**src/uart_consts.svh**
```systemverilog
/*
  Constants of the serial channel register block: offsets, field positions,
  reset values and structural sizes.
  Assumes it is included by bare name into each design file that needs it.
*/
`ifndef UART_CONSTS_SVH
`define UART_CONSTS_SVH

// ----------------------------------------------------------------------
// Register offsets
// ----------------------------------------------------------------------
`define OFS_DATA 3'h0
`define OFS_INT_EN 3'h1
`define OFS_INT_ID 3'h2
`define OFS_LINE_CTL 3'h3
`define OFS_MODEM_CTL 3'h4
`define OFS_LINE_STAT 3'h5
`define OFS_MODEM_STAT 3'h6
`define OFS_SCRATCH 3'h7

// ----------------------------------------------------------------------
// Field positions
// ----------------------------------------------------------------------
`define IE_RX_AVAIL 0
`define IE_TX_EMPTY 1
`define IE_LINE_STAT 2
`define IE_MODEM_STAT 3
`define LC_STOP_LONG 2
`define LC_BREAK 6
`define LC_DIV_ACCESS 7
`define MC_DTR 0
`define MC_RTS 1
`define MC_OUT1 2
`define MC_OUT2 3

// ----------------------------------------------------------------------
// Identification codes and reset values
// ----------------------------------------------------------------------
`define ID_NONE 8'h01
`define ID_LINE 8'h06
`define ID_RX_DATA 8'h04
`define ID_TX_EMPTY 8'h02
`define ID_MODEM 8'h00
`define RST_INT_EN 4'h0
`define RST_BYTE 8'h00
`define RST_MODEM_CTL 5'h00
`define RST_PINS 19'h7ffff

// ----------------------------------------------------------------------
// Structure
// ----------------------------------------------------------------------
`define TX_FIFO_WIDTH 8
`define TX_FIFO_DEPTH 16

`endif

```
**src/uart_types_pkg.sv**
```systemverilog
/*
  Types shared by the serial channel register block.
  Assumes nothing of its surroundings.
*/
package uart_types_pkg;
  typedef logic [7:0] byte_t;
  typedef logic [2:0] reg_addr_t;
  typedef enum logic [1:0] {TX_IDLE, TX_START, TX_DATA, TX_STOP} tx_state_t;
  typedef enum logic [1:0] {RX_IDLE, RX_START, RX_DATA, RX_STOP} rx_state_t;
endpackage : uart_types_pkg

```
**src/fifo_buf.sv**
```systemverilog
/*
  Synchronous FIFO with valid/ready on both sides.
  Assumes one clock, an active-low asynchronous reset and a clock enable.
*/
`timescale 1ns/1ps
module fifo_buf #(
  parameter int WIDTH = 8,
  parameter int DEPTH = 16
) (
  // Clock and reset
  input wire logic sys_clk,
  input wire logic reset_n,
  input wire logic clk_en,
  // Fill side
  input wire logic in_valid,
  output logic in_ready,
  input wire logic [WIDTH-1:0] in_data,
  // Drain side
  output logic out_valid,
  input wire logic out_ready,
  output logic [WIDTH-1:0] out_data
);
  localparam int AW = $clog2(DEPTH);

  logic [WIDTH-1:0] mem_q [DEPTH];
  logic [AW:0] wr_ptr_q, wr_ptr_d, rd_ptr_q, rd_ptr_d;
  logic push, pop;

  always_comb begin
    in_ready = (wr_ptr_q[AW] == rd_ptr_q[AW]) || (wr_ptr_q[AW-1:0] != rd_ptr_q[AW-1:0]);
    out_valid = (wr_ptr_q != rd_ptr_q);
    out_data = mem_q[rd_ptr_q[AW-1:0]];
    push = in_valid && in_ready;
    pop = out_valid && out_ready;
    wr_ptr_d = push ? wr_ptr_q + (AW+1)'(1) : wr_ptr_q;
    rd_ptr_d = pop ? rd_ptr_q + (AW+1)'(1) : rd_ptr_q;
  end

  always_ff @(posedge sys_clk or negedge reset_n) begin
    if (!reset_n) begin
      wr_ptr_q <= '0;
      rd_ptr_q <= '0;
    end else if (clk_en) begin
      wr_ptr_q <= wr_ptr_d;
      rd_ptr_q <= rd_ptr_d;
    end
  end

  // Storage needs no reset; only words below the write pointer are read
  always_ff @(posedge sys_clk) begin
    if (clk_en && push) begin
      mem_q[wr_ptr_q[AW-1:0]] <= in_data;
    end
  end
endmodule : fifo_buf

```
**src/serial_shift.sv**
```systemverilog
/*
  Transmit and receive shifters of the serial channel, one bit time equal to
  the divisor in clock cycles.
  Assumes rx_line is already synchronised and the feed is a valid/ready source.
*/
`timescale 1ns/1ps
`include "uart_consts.svh"
module serial_shift (
  // Clock and reset
  input wire logic sys_clk,
  input wire logic reset_n,
  input wire logic clk_en,
  // Line format
  input wire logic [15:0] divisor,
  input wire logic [1:0] word_len,
  input wire logic stop_long,
  input wire logic break_en,
  // Transmit feed
  input wire logic tx_valid,
  output logic tx_ready,
  input wire uart_types_pkg::byte_t tx_data,
  output logic tx_busy,
  // Receive result
  input wire logic rx_line,
  output logic rx_strobe,
  output uart_types_pkg::byte_t rx_data,
  output logic rx_frame_err,
  output logic rx_break,
  // Serial output
  output logic sout
);
  import uart_types_pkg::*;

  function automatic logic tick_done(input logic [16:0] tmr);
    return tmr == 17'h00001;
  endfunction : tick_done

  tx_state_t tx_st_q, tx_st_d;
  rx_state_t rx_st_q, rx_st_d;
  logic [16:0] tx_tmr_q, tx_tmr_d, rx_tmr_q, rx_tmr_d, bit_len, stop_len;
  logic [2:0] tx_bit_q, tx_bit_d, rx_bit_q, rx_bit_d, last_bit;
  byte_t tx_sh_q, tx_sh_d, rx_sh_q, rx_sh_d, rx_data_d;
  logic line, sout_d, rx_strobe_d, rx_fe_d, rx_bi_d;

  always_comb begin
    // A zero divisor would stall the shifters, so it acts as one
    bit_len = {1'b0, (divisor == 16'h0000) ? 16'h0001 : divisor};
    stop_len = !stop_long ? bit_len :
               (word_len == 2'h0) ? bit_len + (bit_len >> 1) : bit_len << 1;
    last_bit = 3'h4 + {1'b0, word_len};
    tx_ready = (tx_st_q == TX_IDLE);
    tx_busy = !tx_ready;
    tx_st_d = tx_st_q;
    tx_tmr_d = tick_done(tx_tmr_q) ? tx_tmr_q : tx_tmr_q - 17'h00001;
    tx_bit_d = tx_bit_q;
    tx_sh_d = tx_sh_q;
    line = 1'b1;
    case (tx_st_q)
      TX_IDLE: begin
        if (tx_valid) begin
          tx_sh_d = tx_data;
          tx_tmr_d = bit_len;
          tx_st_d = TX_START;
        end
      end
      TX_START: begin
        line = 1'b0;
        if (tick_done(tx_tmr_q)) begin
          tx_tmr_d = bit_len;
          tx_bit_d = 3'h0;
          tx_st_d = TX_DATA;
        end
      end
      TX_DATA: begin
        line = tx_sh_q[0];
        if (tick_done(tx_tmr_q)) begin
          tx_sh_d = {1'b0, tx_sh_q[7:1]};
          tx_bit_d = tx_bit_q + 3'h1;
          tx_tmr_d = (tx_bit_q == last_bit) ? stop_len : bit_len;
          tx_st_d = (tx_bit_q == last_bit) ? TX_STOP : TX_DATA;
        end
      end
      TX_STOP: begin
        if (tick_done(tx_tmr_q)) begin
          tx_st_d = TX_IDLE;
        end
      end
      default: tx_st_d = TX_IDLE;
    endcase
    sout_d = line && !break_en;
  end

  always_comb begin
    rx_st_d = rx_st_q;
    rx_tmr_d = tick_done(rx_tmr_q) ? rx_tmr_q : rx_tmr_q - 17'h00001;
    rx_bit_d = rx_bit_q;
    rx_sh_d = rx_sh_q;
    rx_strobe_d = 1'b0;
    rx_data_d = rx_data;
    rx_fe_d = rx_frame_err;
    rx_bi_d = rx_break;
    case (rx_st_q)
      RX_IDLE: begin
        if (!rx_line) begin
          rx_tmr_d = (bit_len > 17'h00001) ? bit_len >> 1 : 17'h00001;
          rx_st_d = RX_START;
        end
      end
      RX_START: begin
        if (tick_done(rx_tmr_q)) begin
          rx_tmr_d = bit_len;
          rx_bit_d = 3'h0;
          rx_st_d = rx_line ? RX_IDLE : RX_DATA;
        end
      end
      RX_DATA: begin
        if (tick_done(rx_tmr_q)) begin
          rx_sh_d = {rx_line, rx_sh_q[7:1]};
          rx_bit_d = rx_bit_q + 3'h1;
          rx_tmr_d = bit_len;
          rx_st_d = (rx_bit_q == last_bit) ? RX_STOP : RX_DATA;
        end
      end
      RX_STOP: begin
        if (tick_done(rx_tmr_q)) begin
          rx_strobe_d = 1'b1;
          rx_data_d = rx_sh_q >> (3'h3 - {1'b0, word_len});
          rx_fe_d = !rx_line;
          rx_bi_d = !rx_line && (rx_data_d == 8'h00);
          rx_st_d = RX_IDLE;
        end
      end
      default: rx_st_d = RX_IDLE;
    endcase
  end

  always_ff @(posedge sys_clk or negedge reset_n) begin
    if (!reset_n) begin
      tx_st_q <= TX_IDLE;
      tx_tmr_q <= 17'h00001;
      tx_bit_q <= 3'h0;
      tx_sh_q <= `RST_BYTE;
      sout <= 1'b1;
      rx_st_q <= RX_IDLE;
      rx_tmr_q <= 17'h00001;
      rx_bit_q <= 3'h0;
      rx_sh_q <= `RST_BYTE;
      rx_strobe <= 1'b0;
      rx_data <= `RST_BYTE;
      rx_frame_err <= 1'b0;
      rx_break <= 1'b0;
    end else if (clk_en) begin
      tx_st_q <= tx_st_d;
      tx_tmr_q <= tx_tmr_d;
      tx_bit_q <= tx_bit_d;
      tx_sh_q <= tx_sh_d;
      sout <= sout_d;
      rx_st_q <= rx_st_d;
      rx_tmr_q <= rx_tmr_d;
      rx_bit_q <= rx_bit_d;
      rx_sh_q <= rx_sh_d;
      rx_strobe <= rx_strobe_d;
      rx_data <= rx_data_d;
      rx_frame_err <= rx_fe_d;
      rx_break <= rx_bi_d;
    end
  end
endmodule : serial_shift

```
**src/uart_regs.sv**
```systemverilog
/*
  Register map of one asynchronous serial channel with its interrupt enable
  and identification logic, transmit FIFO and shifters.
  Assumes the CPU bus pins, modem pins and serial input are asynchronous to
  sys_clk and that strobes last several clock cycles.
*/
`timescale 1ns/1ps
`include "uart_consts.svh"
module uart_regs (
  // Clock, reset and enable
  input wire logic sys_clk,
  input wire logic reset_n,
  input wire logic clk_en,
  // CPU register bus
  input wire logic cs_n,
  input wire logic rd_n,
  input wire logic wr_n,
  input wire uart_types_pkg::reg_addr_t addr,
  input wire uart_types_pkg::byte_t data_in,
  output uart_types_pkg::byte_t data_out,
  output logic data_oe,
  // Serial line
  input wire logic sin,
  output logic sout,
  // Modem inputs
  input wire logic cts_n,
  input wire logic dsr_n,
  input wire logic ri_n,
  input wire logic dcd_n,
  // Modem outputs
  output logic dtr_n,
  output logic rts_n,
  output logic out1_n,
  output logic out2_n,
  // Interrupt
  output logic irq_out
);
  import uart_types_pkg::*;

  // ----------------------------------------------------------------------
  // Helpers
  // ----------------------------------------------------------------------
  function automatic logic fell(input logic was, input logic now);
    return was && !now;
  endfunction : fell

  // ----------------------------------------------------------------------
  // Pin synchronisers
  // ----------------------------------------------------------------------
  // All bus, modem and serial input pins share three stages; a bit moves only when stages two
  // and three agree, which hides a single metastable sample.
  logic [18:0] pins, sync1_q, sync2_q, sync3_q, filt_q, filt_d;
  logic f_cs_n, f_rd_n, f_wr_n, f_cts_n, f_dsr_n, f_ri_n, f_dcd_n, f_sin;
  reg_addr_t f_addr;
  byte_t f_data;

  always_comb begin
    pins = {cs_n, rd_n, wr_n, addr, data_in, cts_n, dsr_n, ri_n, dcd_n, sin};
    filt_d = (sync3_q & ~(sync2_q ^ sync3_q)) | (filt_q & (sync2_q ^ sync3_q));
    {f_cs_n, f_rd_n, f_wr_n, f_addr, f_data, f_cts_n, f_dsr_n, f_ri_n, f_dcd_n, f_sin} = filt_q;
  end

  always_ff @(posedge sys_clk or negedge reset_n) begin
    if (!reset_n) begin
      sync1_q <= `RST_PINS;
      sync2_q <= `RST_PINS;
      sync3_q <= `RST_PINS;
      filt_q <= `RST_PINS;
    end else if (clk_en) begin
      sync1_q <= pins;
      sync2_q <= sync1_q;
      sync3_q <= sync2_q;
      filt_q <= filt_d;
    end
  end

  // ----------------------------------------------------------------------
  // Bus decode
  // ----------------------------------------------------------------------
  logic [3:0] int_enable_q, int_enable_d;
  byte_t line_control_q, line_control_d, scratch_q, scratch_d;
  byte_t divisor_low_q, divisor_low_d, divisor_high_q, divisor_high_d;
  logic [4:0] modem_control_q, modem_control_d;
  byte_t rx_buffer_q, rx_buffer_d;
  logic data_ready_q, data_ready_d, overrun_q, overrun_d;
  logic frame_err_q, frame_err_d, break_q, break_d;
  logic [3:0] modem_delta_q, modem_delta_d, modem_prev_q, modem_prev_d;
  logic tx_pend_q, tx_pend_d, tx_empty_prev_q, tx_empty;
  logic src_line, src_rx, src_tx, src_modem, any_pending;
  byte_t ident;
  logic rd_prev_q, wr_prev_q, rd_go, wr_go, div_access;
  logic rd_rx_buf, rd_ident, rd_lstat, rd_mstat;
  logic wr_tx, wr_div_lo, wr_div_hi, wr_ie, wr_lc, wr_mc, wr_scr;

  always_comb begin
    // Reads act at the start of the strobe, writes at its end when data is settled
    rd_go = fell(rd_prev_q, f_rd_n) && !f_cs_n;
    wr_go = fell(f_wr_n, wr_prev_q) && !f_cs_n;
    div_access = line_control_q[`LC_DIV_ACCESS];
    rd_rx_buf = rd_go && (f_addr == `OFS_DATA) && !div_access;
    rd_ident = rd_go && (f_addr == `OFS_INT_ID);
    rd_lstat = rd_go && (f_addr == `OFS_LINE_STAT);
    rd_mstat = rd_go && (f_addr == `OFS_MODEM_STAT);
    wr_tx = wr_go && (f_addr == `OFS_DATA) && !div_access;
    wr_div_lo = wr_go && (f_addr == `OFS_DATA) && div_access;
    wr_div_hi = wr_go && (f_addr == `OFS_INT_EN) && div_access;
    wr_ie = wr_go && (f_addr == `OFS_INT_EN) && !div_access;
    wr_lc = wr_go && (f_addr == `OFS_LINE_CTL);
    wr_mc = wr_go && (f_addr == `OFS_MODEM_CTL);
    wr_scr = wr_go && (f_addr == `OFS_SCRATCH);
  end

  // ----------------------------------------------------------------------
  // Transmit path
  // ----------------------------------------------------------------------
  logic fifo_in_ready, fifo_out_valid, shift_ready, tx_busy;
  byte_t fifo_out_data;
  logic rx_strobe, rx_frame_err, rx_break;
  byte_t rx_data;

  // A write that finds the FIFO full is dropped; software polls the empty flag
  fifo_buf #(
    .WIDTH(`TX_FIFO_WIDTH),
    .DEPTH(`TX_FIFO_DEPTH)
  ) tx_fifo (
    .sys_clk(sys_clk),
    .reset_n(reset_n),
    .clk_en(clk_en),
    .in_valid(wr_tx),
    .in_ready(fifo_in_ready),
    .in_data(f_data),
    .out_valid(fifo_out_valid),
    .out_ready(shift_ready),
    .out_data(fifo_out_data)
  );

  serial_shift shifter (
    .sys_clk(sys_clk),
    .reset_n(reset_n),
    .clk_en(clk_en),
    .divisor({divisor_high_q, divisor_low_q}),
    .word_len(line_control_q[1:0]),
    .stop_long(line_control_q[`LC_STOP_LONG]),
    .break_en(line_control_q[`LC_BREAK]),
    .tx_valid(fifo_out_valid),
    .tx_ready(shift_ready),
    .tx_data(fifo_out_data),
    .tx_busy(tx_busy),
    .rx_line(f_sin),
    .rx_strobe(rx_strobe),
    .rx_data(rx_data),
    .rx_frame_err(rx_frame_err),
    .rx_break(rx_break),
    .sout(sout)
  );

  // ----------------------------------------------------------------------
  // Register state
  // ----------------------------------------------------------------------
  always_comb begin
    tx_empty = !fifo_out_valid;
    int_enable_d = wr_ie ? f_data[3:0] : int_enable_q;
    line_control_d = wr_lc ? f_data : line_control_q;
    divisor_low_d = wr_div_lo ? f_data : divisor_low_q;
    divisor_high_d = wr_div_hi ? f_data : divisor_high_q;
    modem_control_d = wr_mc ? f_data[4:0] : modem_control_q;
    scratch_d = wr_scr ? f_data : scratch_q;
    rx_buffer_d = rx_strobe ? rx_data : rx_buffer_q;
    // New events win over the clearing read in the same cycle
    data_ready_d = rx_strobe || (data_ready_q && !rd_rx_buf);
    overrun_d = (rx_strobe && data_ready_q && !rd_rx_buf) || (overrun_q && !rd_lstat);
    frame_err_d = (rx_strobe && rx_frame_err) || (frame_err_q && !rd_lstat);
    break_d = (rx_strobe && rx_break) || (break_q && !rd_lstat);
    modem_prev_d = {f_dcd_n, f_ri_n, f_dsr_n, f_cts_n};
    modem_delta_d[0] = (f_cts_n != modem_prev_q[0]) || (modem_delta_q[0] && !rd_mstat);
    modem_delta_d[1] = (f_dsr_n != modem_prev_q[1]) || (modem_delta_q[1] && !rd_mstat);
    modem_delta_d[2] = fell(f_ri_n, modem_prev_q[2]) || (modem_delta_q[2] && !rd_mstat);
    modem_delta_d[3] = (f_dcd_n != modem_prev_q[3]) || (modem_delta_q[3] && !rd_mstat);
    // Holding-empty pends on the FIFO draining; cleared by a new write or by
    // reading the ident while it is the reported source
    if (tx_empty && !tx_empty_prev_q) begin
      tx_pend_d = 1'b1;
    end else if (wr_tx || (rd_ident && ident == `ID_TX_EMPTY)) begin
      tx_pend_d = 1'b0;
    end else begin
      tx_pend_d = tx_pend_q;
    end
  end

  always_ff @(posedge sys_clk or negedge reset_n) begin
    if (!reset_n) begin
      int_enable_q <= `RST_INT_EN;
      line_control_q <= `RST_BYTE;
      divisor_low_q <= `RST_BYTE;
      divisor_high_q <= `RST_BYTE;
      modem_control_q <= `RST_MODEM_CTL;
      scratch_q <= `RST_BYTE;
      rx_buffer_q <= `RST_BYTE;
      data_ready_q <= 1'b0;
      overrun_q <= 1'b0;
      frame_err_q <= 1'b0;
      break_q <= 1'b0;
      modem_prev_q <= 4'hf;
      modem_delta_q <= 4'h0;
      tx_pend_q <= 1'b0;
      tx_empty_prev_q <= 1'b1;
      rd_prev_q <= 1'b1;
      wr_prev_q <= 1'b1;
    end else if (clk_en) begin
      int_enable_q <= int_enable_d;
      line_control_q <= line_control_d;
      divisor_low_q <= divisor_low_d;
      divisor_high_q <= divisor_high_d;
      modem_control_q <= modem_control_d;
      scratch_q <= scratch_d;
      rx_buffer_q <= rx_buffer_d;
      data_ready_q <= data_ready_d;
      overrun_q <= overrun_d;
      frame_err_q <= frame_err_d;
      break_q <= break_d;
      modem_prev_q <= modem_prev_d;
      modem_delta_q <= modem_delta_d;
      tx_pend_q <= tx_pend_d;
      tx_empty_prev_q <= tx_empty;
      rd_prev_q <= f_rd_n;
      wr_prev_q <= f_wr_n;
    end
  end

  // ----------------------------------------------------------------------
  // Interrupt sources and identification
  // ----------------------------------------------------------------------
  always_comb begin
    src_line = int_enable_q[`IE_LINE_STAT] && (overrun_q || frame_err_q || break_q);
    src_rx = int_enable_q[`IE_RX_AVAIL] && data_ready_q;
    src_tx = int_enable_q[`IE_TX_EMPTY] && tx_pend_q;
    src_modem = int_enable_q[`IE_MODEM_STAT] && (modem_delta_q != 4'h0);
    any_pending = src_line || src_rx || src_tx || src_modem;
    if (src_line) begin
      ident = `ID_LINE;
    end else if (src_rx) begin
      ident = `ID_RX_DATA;
    end else if (src_tx) begin
      ident = `ID_TX_EMPTY;
    end else if (src_modem) begin
      ident = `ID_MODEM;
    end else begin
      ident = `ID_NONE;
    end
  end

  // ----------------------------------------------------------------------
  // Read data and pin outputs
  // ----------------------------------------------------------------------
  byte_t read_mux, data_out_d;
  logic data_oe_d, irq_d, dtr_n_d, rts_n_d, out1_n_d, out2_n_d;

  always_comb begin
    case (f_addr)
      `OFS_DATA: read_mux = div_access ? divisor_low_q : rx_buffer_q;
      `OFS_INT_EN: read_mux = div_access ? divisor_high_q : {4'h0, int_enable_q};
      `OFS_INT_ID: read_mux = ident;
      `OFS_LINE_CTL: read_mux = line_control_q;
      `OFS_MODEM_CTL: read_mux = {3'h0, modem_control_q};
      `OFS_LINE_STAT: read_mux = {1'b0, tx_empty && !tx_busy, tx_empty, break_q,
                                  frame_err_q, 1'b0, overrun_q, data_ready_q};
      `OFS_MODEM_STAT: read_mux = {~f_dcd_n, ~f_ri_n, ~f_dsr_n, ~f_cts_n, modem_delta_q};
      default: read_mux = scratch_q;
    endcase
    data_out_d = rd_go ? read_mux : data_out;
    // Drive only while a selected read strobe is seen low
    data_oe_d = !f_rd_n && !f_cs_n;
    irq_d = any_pending;
    dtr_n_d = !modem_control_d[`MC_DTR];
    rts_n_d = !modem_control_d[`MC_RTS];
    out1_n_d = !modem_control_d[`MC_OUT1];
    out2_n_d = !modem_control_d[`MC_OUT2];
  end

  always_ff @(posedge sys_clk or negedge reset_n) begin
    if (!reset_n) begin
      data_out <= `RST_BYTE;
      data_oe <= 1'b0;
      irq_out <= 1'b0;
      dtr_n <= 1'b1;
      rts_n <= 1'b1;
      out1_n <= 1'b1;
      out2_n <= 1'b1;
    end else if (clk_en) begin
      data_out <= data_out_d;
      data_oe <= data_oe_d;
      irq_out <= irq_d;
      dtr_n <= dtr_n_d;
      rts_n <= rts_n_d;
      out1_n <= out1_n_d;
      out2_n <= out2_n_d;
    end
  end
endmodule : uart_regs

```
**config.mk**
```make
export PLATFORM = sky130hd
export DESIGN_NAME = uart_regs
export DESIGN_NICKNAME = d
export VERILOG_FILES = /design/src/uart_types_pkg.sv /design/src/fifo_buf.sv /design/src/serial_shift.sv /design/src/uart_regs.sv
export VERILOG_INCLUDE_DIRS = /design/src
export SDC_FILE = /design/constraint.sdc
export NUM_CORES = 1
export LEC_CHECK = 0
export BUFFER_PORTS_ARGS = -buffer_cell sky130_fd_sc_hd__buf_2
export CELL_PAD_IN_SITES_DETAIL_PLACEMENT = 1
export CELL_PAD_IN_SITES_GLOBAL_PLACEMENT = 2
export CORE_MARGIN = 2
export CORE_UTILIZATION = 47
export DETAILED_ROUTE_END_ITERATION = 6
export GPL_TIMING_DRIVEN = 0
export PLACE_DENSITY = 0.92
export SLEW_MARGIN = 20
export SYNTH_ARGS = -nofsm -noshare
export SYNTH_HDL_FRONTEND = slang
export SYNTH_SLANG_ARGS = --single-unit
```
**constraint.sdc**
```tcl
create_clock -name sys_clk -period 6.1 [get_ports sys_clk]
set_input_delay 0.915 -clock sys_clk [delete_from_list [all_inputs] [get_ports sys_clk]]
set_output_delay 0.915 -clock sys_clk [all_outputs]
set_load 0.1 [all_outputs]
```
# == Word-level counts from Yosys, hierarchy flattened ==
# Memories as Yosys holds them, arrays and structs flattened.
# Cells that the tools add are included.
# totals
register_bits,237
ram_bits,128
input_bits,22
n_memories,1
wordCells,253
# op_classes
add_sub_neg,9
order_cmp,1
n_reduce_logical,105
eq_ne,32
bitwise_logic,9
shifts,1
muxes,51
# memory_table
memory,depth,width,rd,rd_clocked_by_memory_dff,write_ports,line,text
tx_fifo.mem_q,16,8,1,0,1,fifo_buf.sv:25,logic [WIDTH-1:0] mem_q [DEPTH];
# op_table
op,count
17-bit two-way mux,10
8-bit one-hot mux with 7 select lines,1
17-bit one-hot mux with 3 select lines,1
1-bit logical AND,44
19-bit AND,2
17-bit by 1-bit == test with 1-bit output (second input constant),2
17-bit one-hot mux with 2 select lines,1
17-bit by 1-bit subtractor with 17-bit output (second input constant),2
8-bit two-way mux,4
2-bit AND reduction,11
2-bit two-way mux,10
19-bit NOT,1
19-bit OR,1
19-bit XOR,1
3-bit two-way mux,6
16-bit by 15-bit adder with 17-bit output,1
16-bit by 1-bit greater-than comparator with 1-bit output (second input constant),1
1-bit logical NOT,16
16-bit logical NOT,1
16-bit two-way mux,1
2-bit one-hot mux with 4 select lines,2
8-bit one-hot mux with 2 select lines,1
1-bit logical OR,15
15-bit two-way mux,1
32 further kinds,72

# == Depth between registers and ports, before layout ==
# Gate-level depths: netlist (run 1).
# logic_depth
ltp_word,11
ltp_mapped,16
mapped_depth_nobuf,14

# == Modules after synthesis ==
# Synthesis (run 1) repeated with hierarchy kept, for this count alone.
# hier_totals
cells_unflattened,1629
area_unflattened_um2,18676.7
# modules_own_cells
mod,instances,seq_area_each_um2,area_each_um2,cells_each
uart_regs,1,3987.6,6804.0,548
serial_shift,1,1805.5,6331.1,801
fifo_buf,1,4093.9,5541.6,280

# == Worst setup path before layout (run 1) ==
# OpenSTA, ideal clock, no wires.
# synth_timing
kind,flip-flop to flip-flop
startpoint,register divisor_low_q[2]
endpoint,register shifter.tx_tmr_q[14]
setup_ns,0.141
path_stages_with_launch,17
setup_slack_ns,2.330
t_arrival_ns,3.630
cell_sequence,dfrtp_1 > inv_1 > ha_1 > or3b_2 > or3_1 > clkbuf_1 > clkbuf_1 > nand2_1 > inv_1 > ha_1 > a21o_1 > a31oi_1 > o21bai_1 > a31o_2 > a211o_1 > a31oi_1 > o221ai_1
# synth_via
elab_chain_cells,8
# synth_lines
element,line,text
from (decl),uart_regs.sv:82,"byte_t divisor_low_q, divisor_low_d, divisor_high_q, divisor_high_d;"
from (signal assigned),uart_regs.sv:194,divisor_low_q <= `RST_BYTE;
from (signal assigned),uart_regs.sv:212,divisor_low_q <= divisor_low_d;
16-bit logical NOT,serial_shift.sv:47,"bit_len = {1'b0, (divisor == 16'h0000) ? 16'h0001 : divisor};"
16-bit two-way mux (*),serial_shift.sv:47,
16-bit by 15-bit adder with 17-bit output,serial_shift.sv:49,(word_len == 2'h0) ? bit_len + (bit_len >> 1) : bit_len << 1;
17-bit two-way mux,serial_shift.sv:49,
17-bit two-way mux,serial_shift.sv:48,stop_len = !stop_long ? bit_len :
17-bit two-way mux,serial_shift.sv:79,tx_tmr_d = (tx_bit_q == last_bit) ? stop_len : bit_len;
17-bit two-way mux,serial_shift.sv:76,if (tick_done(tx_tmr_q)) begin
17-bit one-hot mux with 3 select lines (*),serial_shift.sv:58,case (tx_st_q)
to (signal assigned),serial_shift.sv:154,tx_tmr_q <= tx_tmr_d;
to (decl),serial_shift.sv:40,"logic [16:0] tx_tmr_q, tx_tmr_d, rx_tmr_q, rx_tmr_d, bit_len, stop_len;"
# Mark *: on every way between the ends. The rest lies on a longest branch, timed or not.
# A chain may end at the register's enable or synchronous reset.

# == Final worst setup path (run 1) ==
# layout_timing
startpoint,register divisor_low_q[3]
endpoint,register shifter.tx_tmr_q[14]
# Same word-level chain as after synthesis.

==> results of run 1 <==
[area by class of cell]
class                   count  area [um2]
well taps                 518         648
fillers                  4158       18000
flip-flops and latches    365        9890
inverters                  72         270
plain buffers              97         403
repair buffers             38         245
multi-input cells        1100        7980
clock inverters            11         110
clock buffers              64        1220
[power by group through the flow]
| stage | sequential (mW) | combinational [mW] | clock (mW) |
|---|---|---|---|
| final | 3.75 | 3.82 | 2.46 |
| after global routing | 3.80 | 4.13 | 2.58 |
| after CTS | 3.73 | 3.78 | 2.50 |
| after detailed placement | 3.76 | 3.72 | 0 |
| after global placement | 3.71 | 3.58 | 0 |
| after floorplan | 3.81 | 2.42 | 0 |
[per-stage QoR]
step                      util [%]  instances
after floorplan                  -       1634
after global placement        49.9       2188
after detailed placement      50.2       2190
after CTS                     53.6       2265
after global routing          53.6       2265
final                         53.6       2265
[final timing paths]
| check | endpoint | cells after the start | slack, ns | startpoint |
|---|---|---|---|---|
| max | shifter.tx_tmr_q[14]$_DFFE_PN0P_ | 16 | 1.18 | divisor_low_q[3]$_DFFE_PN0P_ |
| min | shifter.rx_tmr_q[15]$_DFFE_PN0P_ | 1 | 0.28 | reset_n |
| max reg2reg | shifter.tx_tmr_q[14]$_DFFE_PN0P_ | 16 | 1.18 | divisor_low_q[3]$_DFFE_PN0P_ |
| min reg2reg | data_out[2]$_DFFE_PN0P_ | 2 | 0.48 | data_out[2]$_DFFE_PN0P_ |
| max in group asynchronous | asynchronous set/reset pin | 3 | 4.52 | reset_n |
| min in group sys_clk | data_out[2]$_DFFE_PN0P_ | 2 | 0.48 | data_out[2]$_DFFE_PN0P_ |
[cell usage in the layout, fill, tap and decap left out, types with 7 or more instances in the layout]
cell type	n
nor2_1	98
ha_1	46
a21oi_1	82
nor3_1	29
buf_2	39
buf_1	13
nand2_1	157
mux2i_1	24
mux4_2	43
dfrtp_1	147
mux2_2	103
nor4_1	8
a22o_1	11
a211oi_1	8
o22ai_1	20
clkinv_2	7
clkbuf_16	43
edfxtp_1	128
o21ai_0	175
clkbuf_8	7
o221ai_1	10
nor2b_1	7
nand2b_1	10
a31oi_1	15
clkbuf_1	89
inv_1	70
o31ai_1	8
a22oi_1	8
xor2_1	15
xnor2_1	25
nand4_1	13
dfstp_2	90
a21o_1	13
nand3_1	35
or3_1	17
[flip-flops by register name, summed over array words and instances, names as in the netlist, 17 cells and up, named ones only]
name,cells
sync1_q,19
sync2_q,19
shifter.rx_tmr_q,17
shifter.tx_tmr_q,17
sync3_q,19
tx_fifo.mem_q,128
[layer usage]
metal / share of wire [%] / wire length [um]
met5: 0 / 0
met4: 4.0 / 2390
met1: 41 / 24200
met2: 49 / 29100
met3: 6.2 / 3650
[cell families after synthesis]
group	share of synthesized area, %
AOI/OAI and AO/OA	14.3
and+or+nand+nor	10.7
DFF	53.4
muxes	12.8
buffers and inverters	3.64
adders and majority gates	3.22
xor gates and xnor gates	1.89
==> metrics.md, run 1 <==
| Metric | Value |
|---|---|
| Fin Hold WS | `0.277 ns` |
| Area growth syn-to-layout | `12.2%` |
| Slowest-stage cell, CP | `dfrtp_1` |
| Setup violators final | `0` |
| Final HPWL DP | `41300 um` |
| Vias in the first global route | `15213` |
| Total track usage | `29.5%` |
| Antenna Cells | `0` |
| Seq cells post-synth | `365` |
| Iter 0 DRT Violations | `1116` |
| CP Data Required Time | `6.50 ns` |
| Gate Count Post-Synth | `1634` |
| Yosys top cell by area | `edfxtp_1` |
| Core area | `0.0387 mm2` |
| Grt met2 use | `50.1%` |
| Most Crowded Layer GR | `met2` |
| 1st-pass router iterations | `5` |
| Routability Congestion | `0.903` |
| Clock network fraction of total power | `24.6%` |
| Psw | `4.05 mW` |
| P_int | `5.97 mW` |
| Met3 GRT Util | `4.57%` |
| Worst setup margin | `1.18 ns` |
| Sw Share | `40.5%` |
| Yosys top cell area share | `20.8%` |
| Drc violations | `0` |
| EDFF count, synth | `128` |
| Worst-path clk slew | `0.06 ns` |
| CTS Buf Count | `41` |
| Post-DR wirelength/cell | `26.2 um` |
| Antenna-violating nets left | `0` |
| Async set or reset register ratio after synthesis | `64.9%` |
| Pins over their slew limit | `0` |
| Port buffer count | `36` |
| Worst Tran Pin Value | `1.15 ns` |
| Commonest cells in the netlist | `o21ai_0 (175), nand2_1 (157), dfrtp_1 (147)` |
| Sequential area share after synthesis | `53.4%` |
| CTS hold repair buffers | `0` |
| Distinct cells, synth | `85` |
| Clock Path Buffers | `3` |
| CTS Root Cell | `clkbuf_16` |
| Via count | `14190` |
| Peak supply drop | `0.262 mV` |
| Leakage | `8.09 nW` |
| H-tree depth | `2` |
| CP top delay family | `compound AO/OA/AOI/OAI gates` |
| Die Span Y | `202 um` |
| IO Pins | `37` |
| Mapped Nets | `1703` |
| RSZ-0062 raised after global routing | `false` |
| Clk_lat worst skew | `0.57 ns` |
| Sequential share of power | `37.4%` |
| Starting Density | `47.8%` |
| PostCTS Resize Cnt | `0` |
| Pwr/cell area | `483 mW/mm2` |
| Via/cell ratio | `6.26` |
| Worst Path Max Fanout | `10` |
| Crit path buf inv count | `4` |
| Die Area | `0.0410 mm2` |
| Worst slew margin | `23.6%` |
| Top post-synthesis cells by area | `edfxtp_1 (21%), dfrtp_1 (20%), dfstp_2 (13%)` |
| Layout cell share with drive strength beyond 1 | `21.6%` |
| GRT Residual Overflow | `0` |
| Min cycle time layout | `4.92 ns` |
| Critical Path Source Type | `flop` |
| Final setup skew | `0.0203 ns` |
| Final Net Count | `1784` |
| Final Cycle Share | `80.6%` |
| Avg Synthesized Cell Area | `11.3 um2` |
| Initial antenna violation count | `0` |
| YS warnings | `0` |
| Final wirelength | `59200 um` |
| Placement Cell Area | `0.0194 mm2` |
| Status | `finished, final reports clean` |
| CP Class | `reg -> reg` |
| Post-synthesis cell area | `0.0185 mm2` |
| Die X | `202 um` |
| Final setup TNS | `0 ns` |
| Critical path endpoint category | `flop` |
| Design Area, Final | `0.0208 mm2` |
| Setup Buffers After CTS | `0` |
| Max Cap Violations | `0` |
| GR Layer Usage met1 | `37.7%` |
| Highest Clock Rate | `203 MHz` |
| Global-route wire length before repair | `92100 um` |
| DP Worst Slack | `1.36 ns` |
| Worst path arrival time | `5.31 ns` |
| Max incr delay on CP | `0.47 ns` |
| Commonest register cell after synthesis | `dfrtp_1` |
| CP cell instances | `inv_1, ha_1, or3b_2, or3_1, clkbuf_1, clkbuf_1, nand2_1, inv_1, ha_1, a21o_1, a31oi_1, o21bai_1, a31o_2, a211o_1, a31oi_1, o221ai_1` |
| Sink Count | `365` |
| Cell with the most instances after synthesis | `o21ai_0` |
| Hold crit path type | `in -> async` |
| Gate power share | `38.1%` |
| Pwr Total | `10.0 mW` |
| Largest net degree at the start of global routing | `102` |
| CTS tree | `yes` |
| Hold Vio Cnt, Final | `0` |
| Row count | `72` |
(Power assumes the default switching activity.)
==> run 2, diff against run 1 <==
--- a/config.mk
+++ b/config.mk
@@ -10,10 +10,10 @@
 export CELL_PAD_IN_SITES_DETAIL_PLACEMENT = 1
 export CELL_PAD_IN_SITES_GLOBAL_PLACEMENT = 2
 export CORE_MARGIN = 2
-export CORE_UTILIZATION = 47
+export CORE_UTILIZATION = 43
 export DETAILED_ROUTE_END_ITERATION = 6
 export GPL_TIMING_DRIVEN = 0
-export PLACE_DENSITY = 0.92
+export PLACE_DENSITY = 0.85
 export SLEW_MARGIN = 20
 export SYNTH_ARGS = -nofsm -noshare
 export SYNTH_HDL_FRONTEND = slang
==> constraint.sdc (replaced) <==
create_clock -name sys_clk -period 4.9 [get_ports sys_clk]
set_input_delay 0.735 -clock sys_clk [delete_from_list [all_inputs] [get_ports sys_clk]]
set_output_delay 0.735 -clock sys_clk [all_outputs]
set_load 0.1 [all_outputs]
==> metrics.md, run 2 (synthesis gave the netlist of run 1 again) <==
| Metric | Value |
|---|---|
| Status | `finished, final reports clean` |
| Worst setup margin | `0.217 ns` |
| Peak supply drop | `0.342 mV` |
| Worst slew margin | `20.7%` |
| Antenna-violating nets left | `0` |
| Placement Cell Area | `0.0195 mm2` |
| Worst Tran Pin Value | `1.19 ns` |
| Most Crowded Layer GR | `met2` |
| Final HPWL DP | `40400 um` |
| IO Pins | `37` |
| CP top delay family | `simple AND/OR/NAND/NOR gates` |
| CP Class | `reg -> reg` |
| 1st-pass router iterations | `5` |
| Final setup skew | `0.0295 ns` |
| Layout cell share with drive strength beyond 1 | `21.9%` |
| CTS tree | `yes` |
| Max reg flops | `128` |
| Die Area | `0.0447 mm2` |
| R2R depth | `16` |
| Fin util | `48.7%` |
| R2R setup slack | `0.22 ns` |
| Grt met2 use | `44.8%` |
| Initial antenna violation count | `0` |
| Clk_lat worst skew | `0.58 ns` |
| CTS Root Cell | `clkbuf_16` |
| Global-route wire length before repair | `89400 um` |
| Port buffer count | `36` |
| Final Net Count | `1783` |
| DP Worst Slack | `0.200 ns` |
| Largest net degree at the start of global routing | `102` |
| CTS Buf Count | `40` |
| Iter 0 DRT Violations | `871` |
| Fin Hold WS | `0.105 ns` |
| Worst-path clk slew | `0.06 ns` |
| Core area | `0.0428 mm2` |
| Routability Congestion | `0.891` |
| R2r endpoint | `shifter.tx_tmr_q[11]$_DFFE_PN0P_` |
| Slowest-stage cell, CP | `or3b_2` |
| Crit path buf inv count | `4` |
| Setup Buffers After CTS | `0` |
| H-tree depth | `2` |
| Total track usage | `26.4%` |
| Min cycle time layout | `4.68 ns` |
| Reg area | `0.00989 mm2` |
| Multi-input gate area | `0.00798 mm2` |
| GRT Residual Overflow | `0` |
| Pwr/cell area | `600 mW/mm2` |
| Highest Clock Rate | `214 MHz` |
| Critical Path Source Type | `flop` |
| Clock Path Buffers | `3` |
| Area growth syn-to-layout | `12.6%` |
| CP cell instances | `inv_1, ha_1, or3b_2, or3_1, clkbuf_1, clkbuf_1, nand2_1, inv_1, ha_1, and3_1, a22oi_1, nand2_1, a311oi_1, xnor2_1, a31oi_1, a211oi_1` |
| Hold crit path type | `in -> async` |
| CTS hold repair buffers | `0` |
| Max Cap Violations | `0` |
| Worst Path Max Fanout | `10` |
| Vias in the first global route | `14887` |
| Critical path endpoint category | `flop` |
| RSZ-0062 raised after global routing | `false` |
| Post-DR wirelength/cell | `25.1 um` |
| PostCTS Resize Cnt | `0` |
| Layout fillers | `4626` |
| Die Span Y | `212 um` |
| CP Data Required Time | `5.36 ns` |
| Setup violators final | `0` |
| GR Layer Usage met1 | `34.6%` |
| Die X | `212 um` |
| Hold Vio Cnt, Final | `0` |
| Design Area, Final | `0.0209 mm2` |
| Antenna Cells | `0` |
| Worst path arrival time | `5.14 ns` |
| Worst R2R Start | `divisor_low_q[2]$_DFFE_PN0P_` |
| Max incr delay on CP | `0.48 ns` |
| Via/cell ratio | `6.02` |
| Final wirelength | `57500 um` |
| Row count | `76` |
| Via count | `13798` |
| Final Cycle Share | `95.6%` |
| Commonest non-fill, non-tap cell in the layout | `o21ai_0` |
| Most frequent cells in the layout | `o21ai_0 (175), nand2_1 (156), dfrtp_1 (147), edfxtp_1 (128), mux2_2 (103)` |
| Pins over their slew limit | `0` |
| Sink Count | `365` |
| Met3 GRT Util | `4.57%` |
| Leakage | `8.11 nW` |
| Starting Density | `43.3%` |
| Drc violations | `0` |
[run 2: changes by cell type in the layout (fill, tap and decap cells not counted)]
cell        delta
bufinv_16      +2
clkbuf_1       -5
clkbuf_16      -3
clkbuf_8       +3
clkinv_16      +1
clkinvlp_4     +2
inv_4          -1
nand2_1        -1
nand2_2        +1
[run 2: worst max path at each step]
stage / endpoint / slack, ns / depth (start not counted) / startpoint
after floorplan: shifter.tx_tmr_q[14]$_DFFE_PN0P_ / 1.13 / 16 / divisor_low_q[2]$_DFFE_PN0P_
after global placement: modem_delta_q[2]$_DFFE_PN0P_ / -1.28 / 1 / reset_n
after detailed placement: shifter.tx_tmr_q[14]$_DFFE_PN0P_ / 0.20 / 16 / divisor_low_q[2]$_DFFE_PN0P_
after CTS: shifter.tx_tmr_q[14]$_DFFE_PN0P_ / 0.19 / 16 / divisor_low_q[2]$_DFFE_PN0P_
after global routing: shifter.tx_tmr_q[12]$_DFFE_PN0P_ / 0.02 / 15 / divisor_high_q[2]$_DFFE_PN0P_
final: shifter.tx_tmr_q[11]$_DFFE_PN0P_ / 0.22 / 16 / divisor_low_q[2]$_DFFE_PN0P_
[run 2: power breakdown]
part / leakage, nW / switching [mW] / internal (mW)
Sequential: 3.95 / 0.690 / 3.96
Combinational: 3.49 / 3.03 / 1.68
Clock: 0.673 / 1.31 / 1.84
[run 2: worst register-to-register path: cells and delay by family (launching register included)]
kind	cells	cell delay (ns)
xor+xnor	1	0.18
compound gates	4	1.02
fa+ha+maj	2	0.58
flops	1	0.42
buf+inv	4	0.79
simple gates	5	1.58
[run 2: final cells by class]
class	instances	share of cell area, %
plain buffers	97	1.93
clock inverters	15	1.00
clock buffers	59	5.62
flip-flops and latches	365	47.4
repair buffers	38	1.18
inverters	72	1.30
well taps	546	3.28
multi-input cells	1100	38.3
[run 2: layer usage]
metal  part of all wire (%)  routed length, um
met1                     43              24800
met2                     49              28200
met3                    4.9               2840
met4                    2.9               1650
met5                      0                  0
[run 2: stage by stage]
step | instances | TNS [ns] | total power [mW]
after global routing | 2292 | 0 | 13.1
final | 2292 | 0 | 12.5
after CTS | 2292 | 0 | 12.5
after floorplan | 1634 | 0 | 7.76
after global placement | 2216 | -180.56 | 9.14
after detailed placement | 2218 | 0 | 9.33
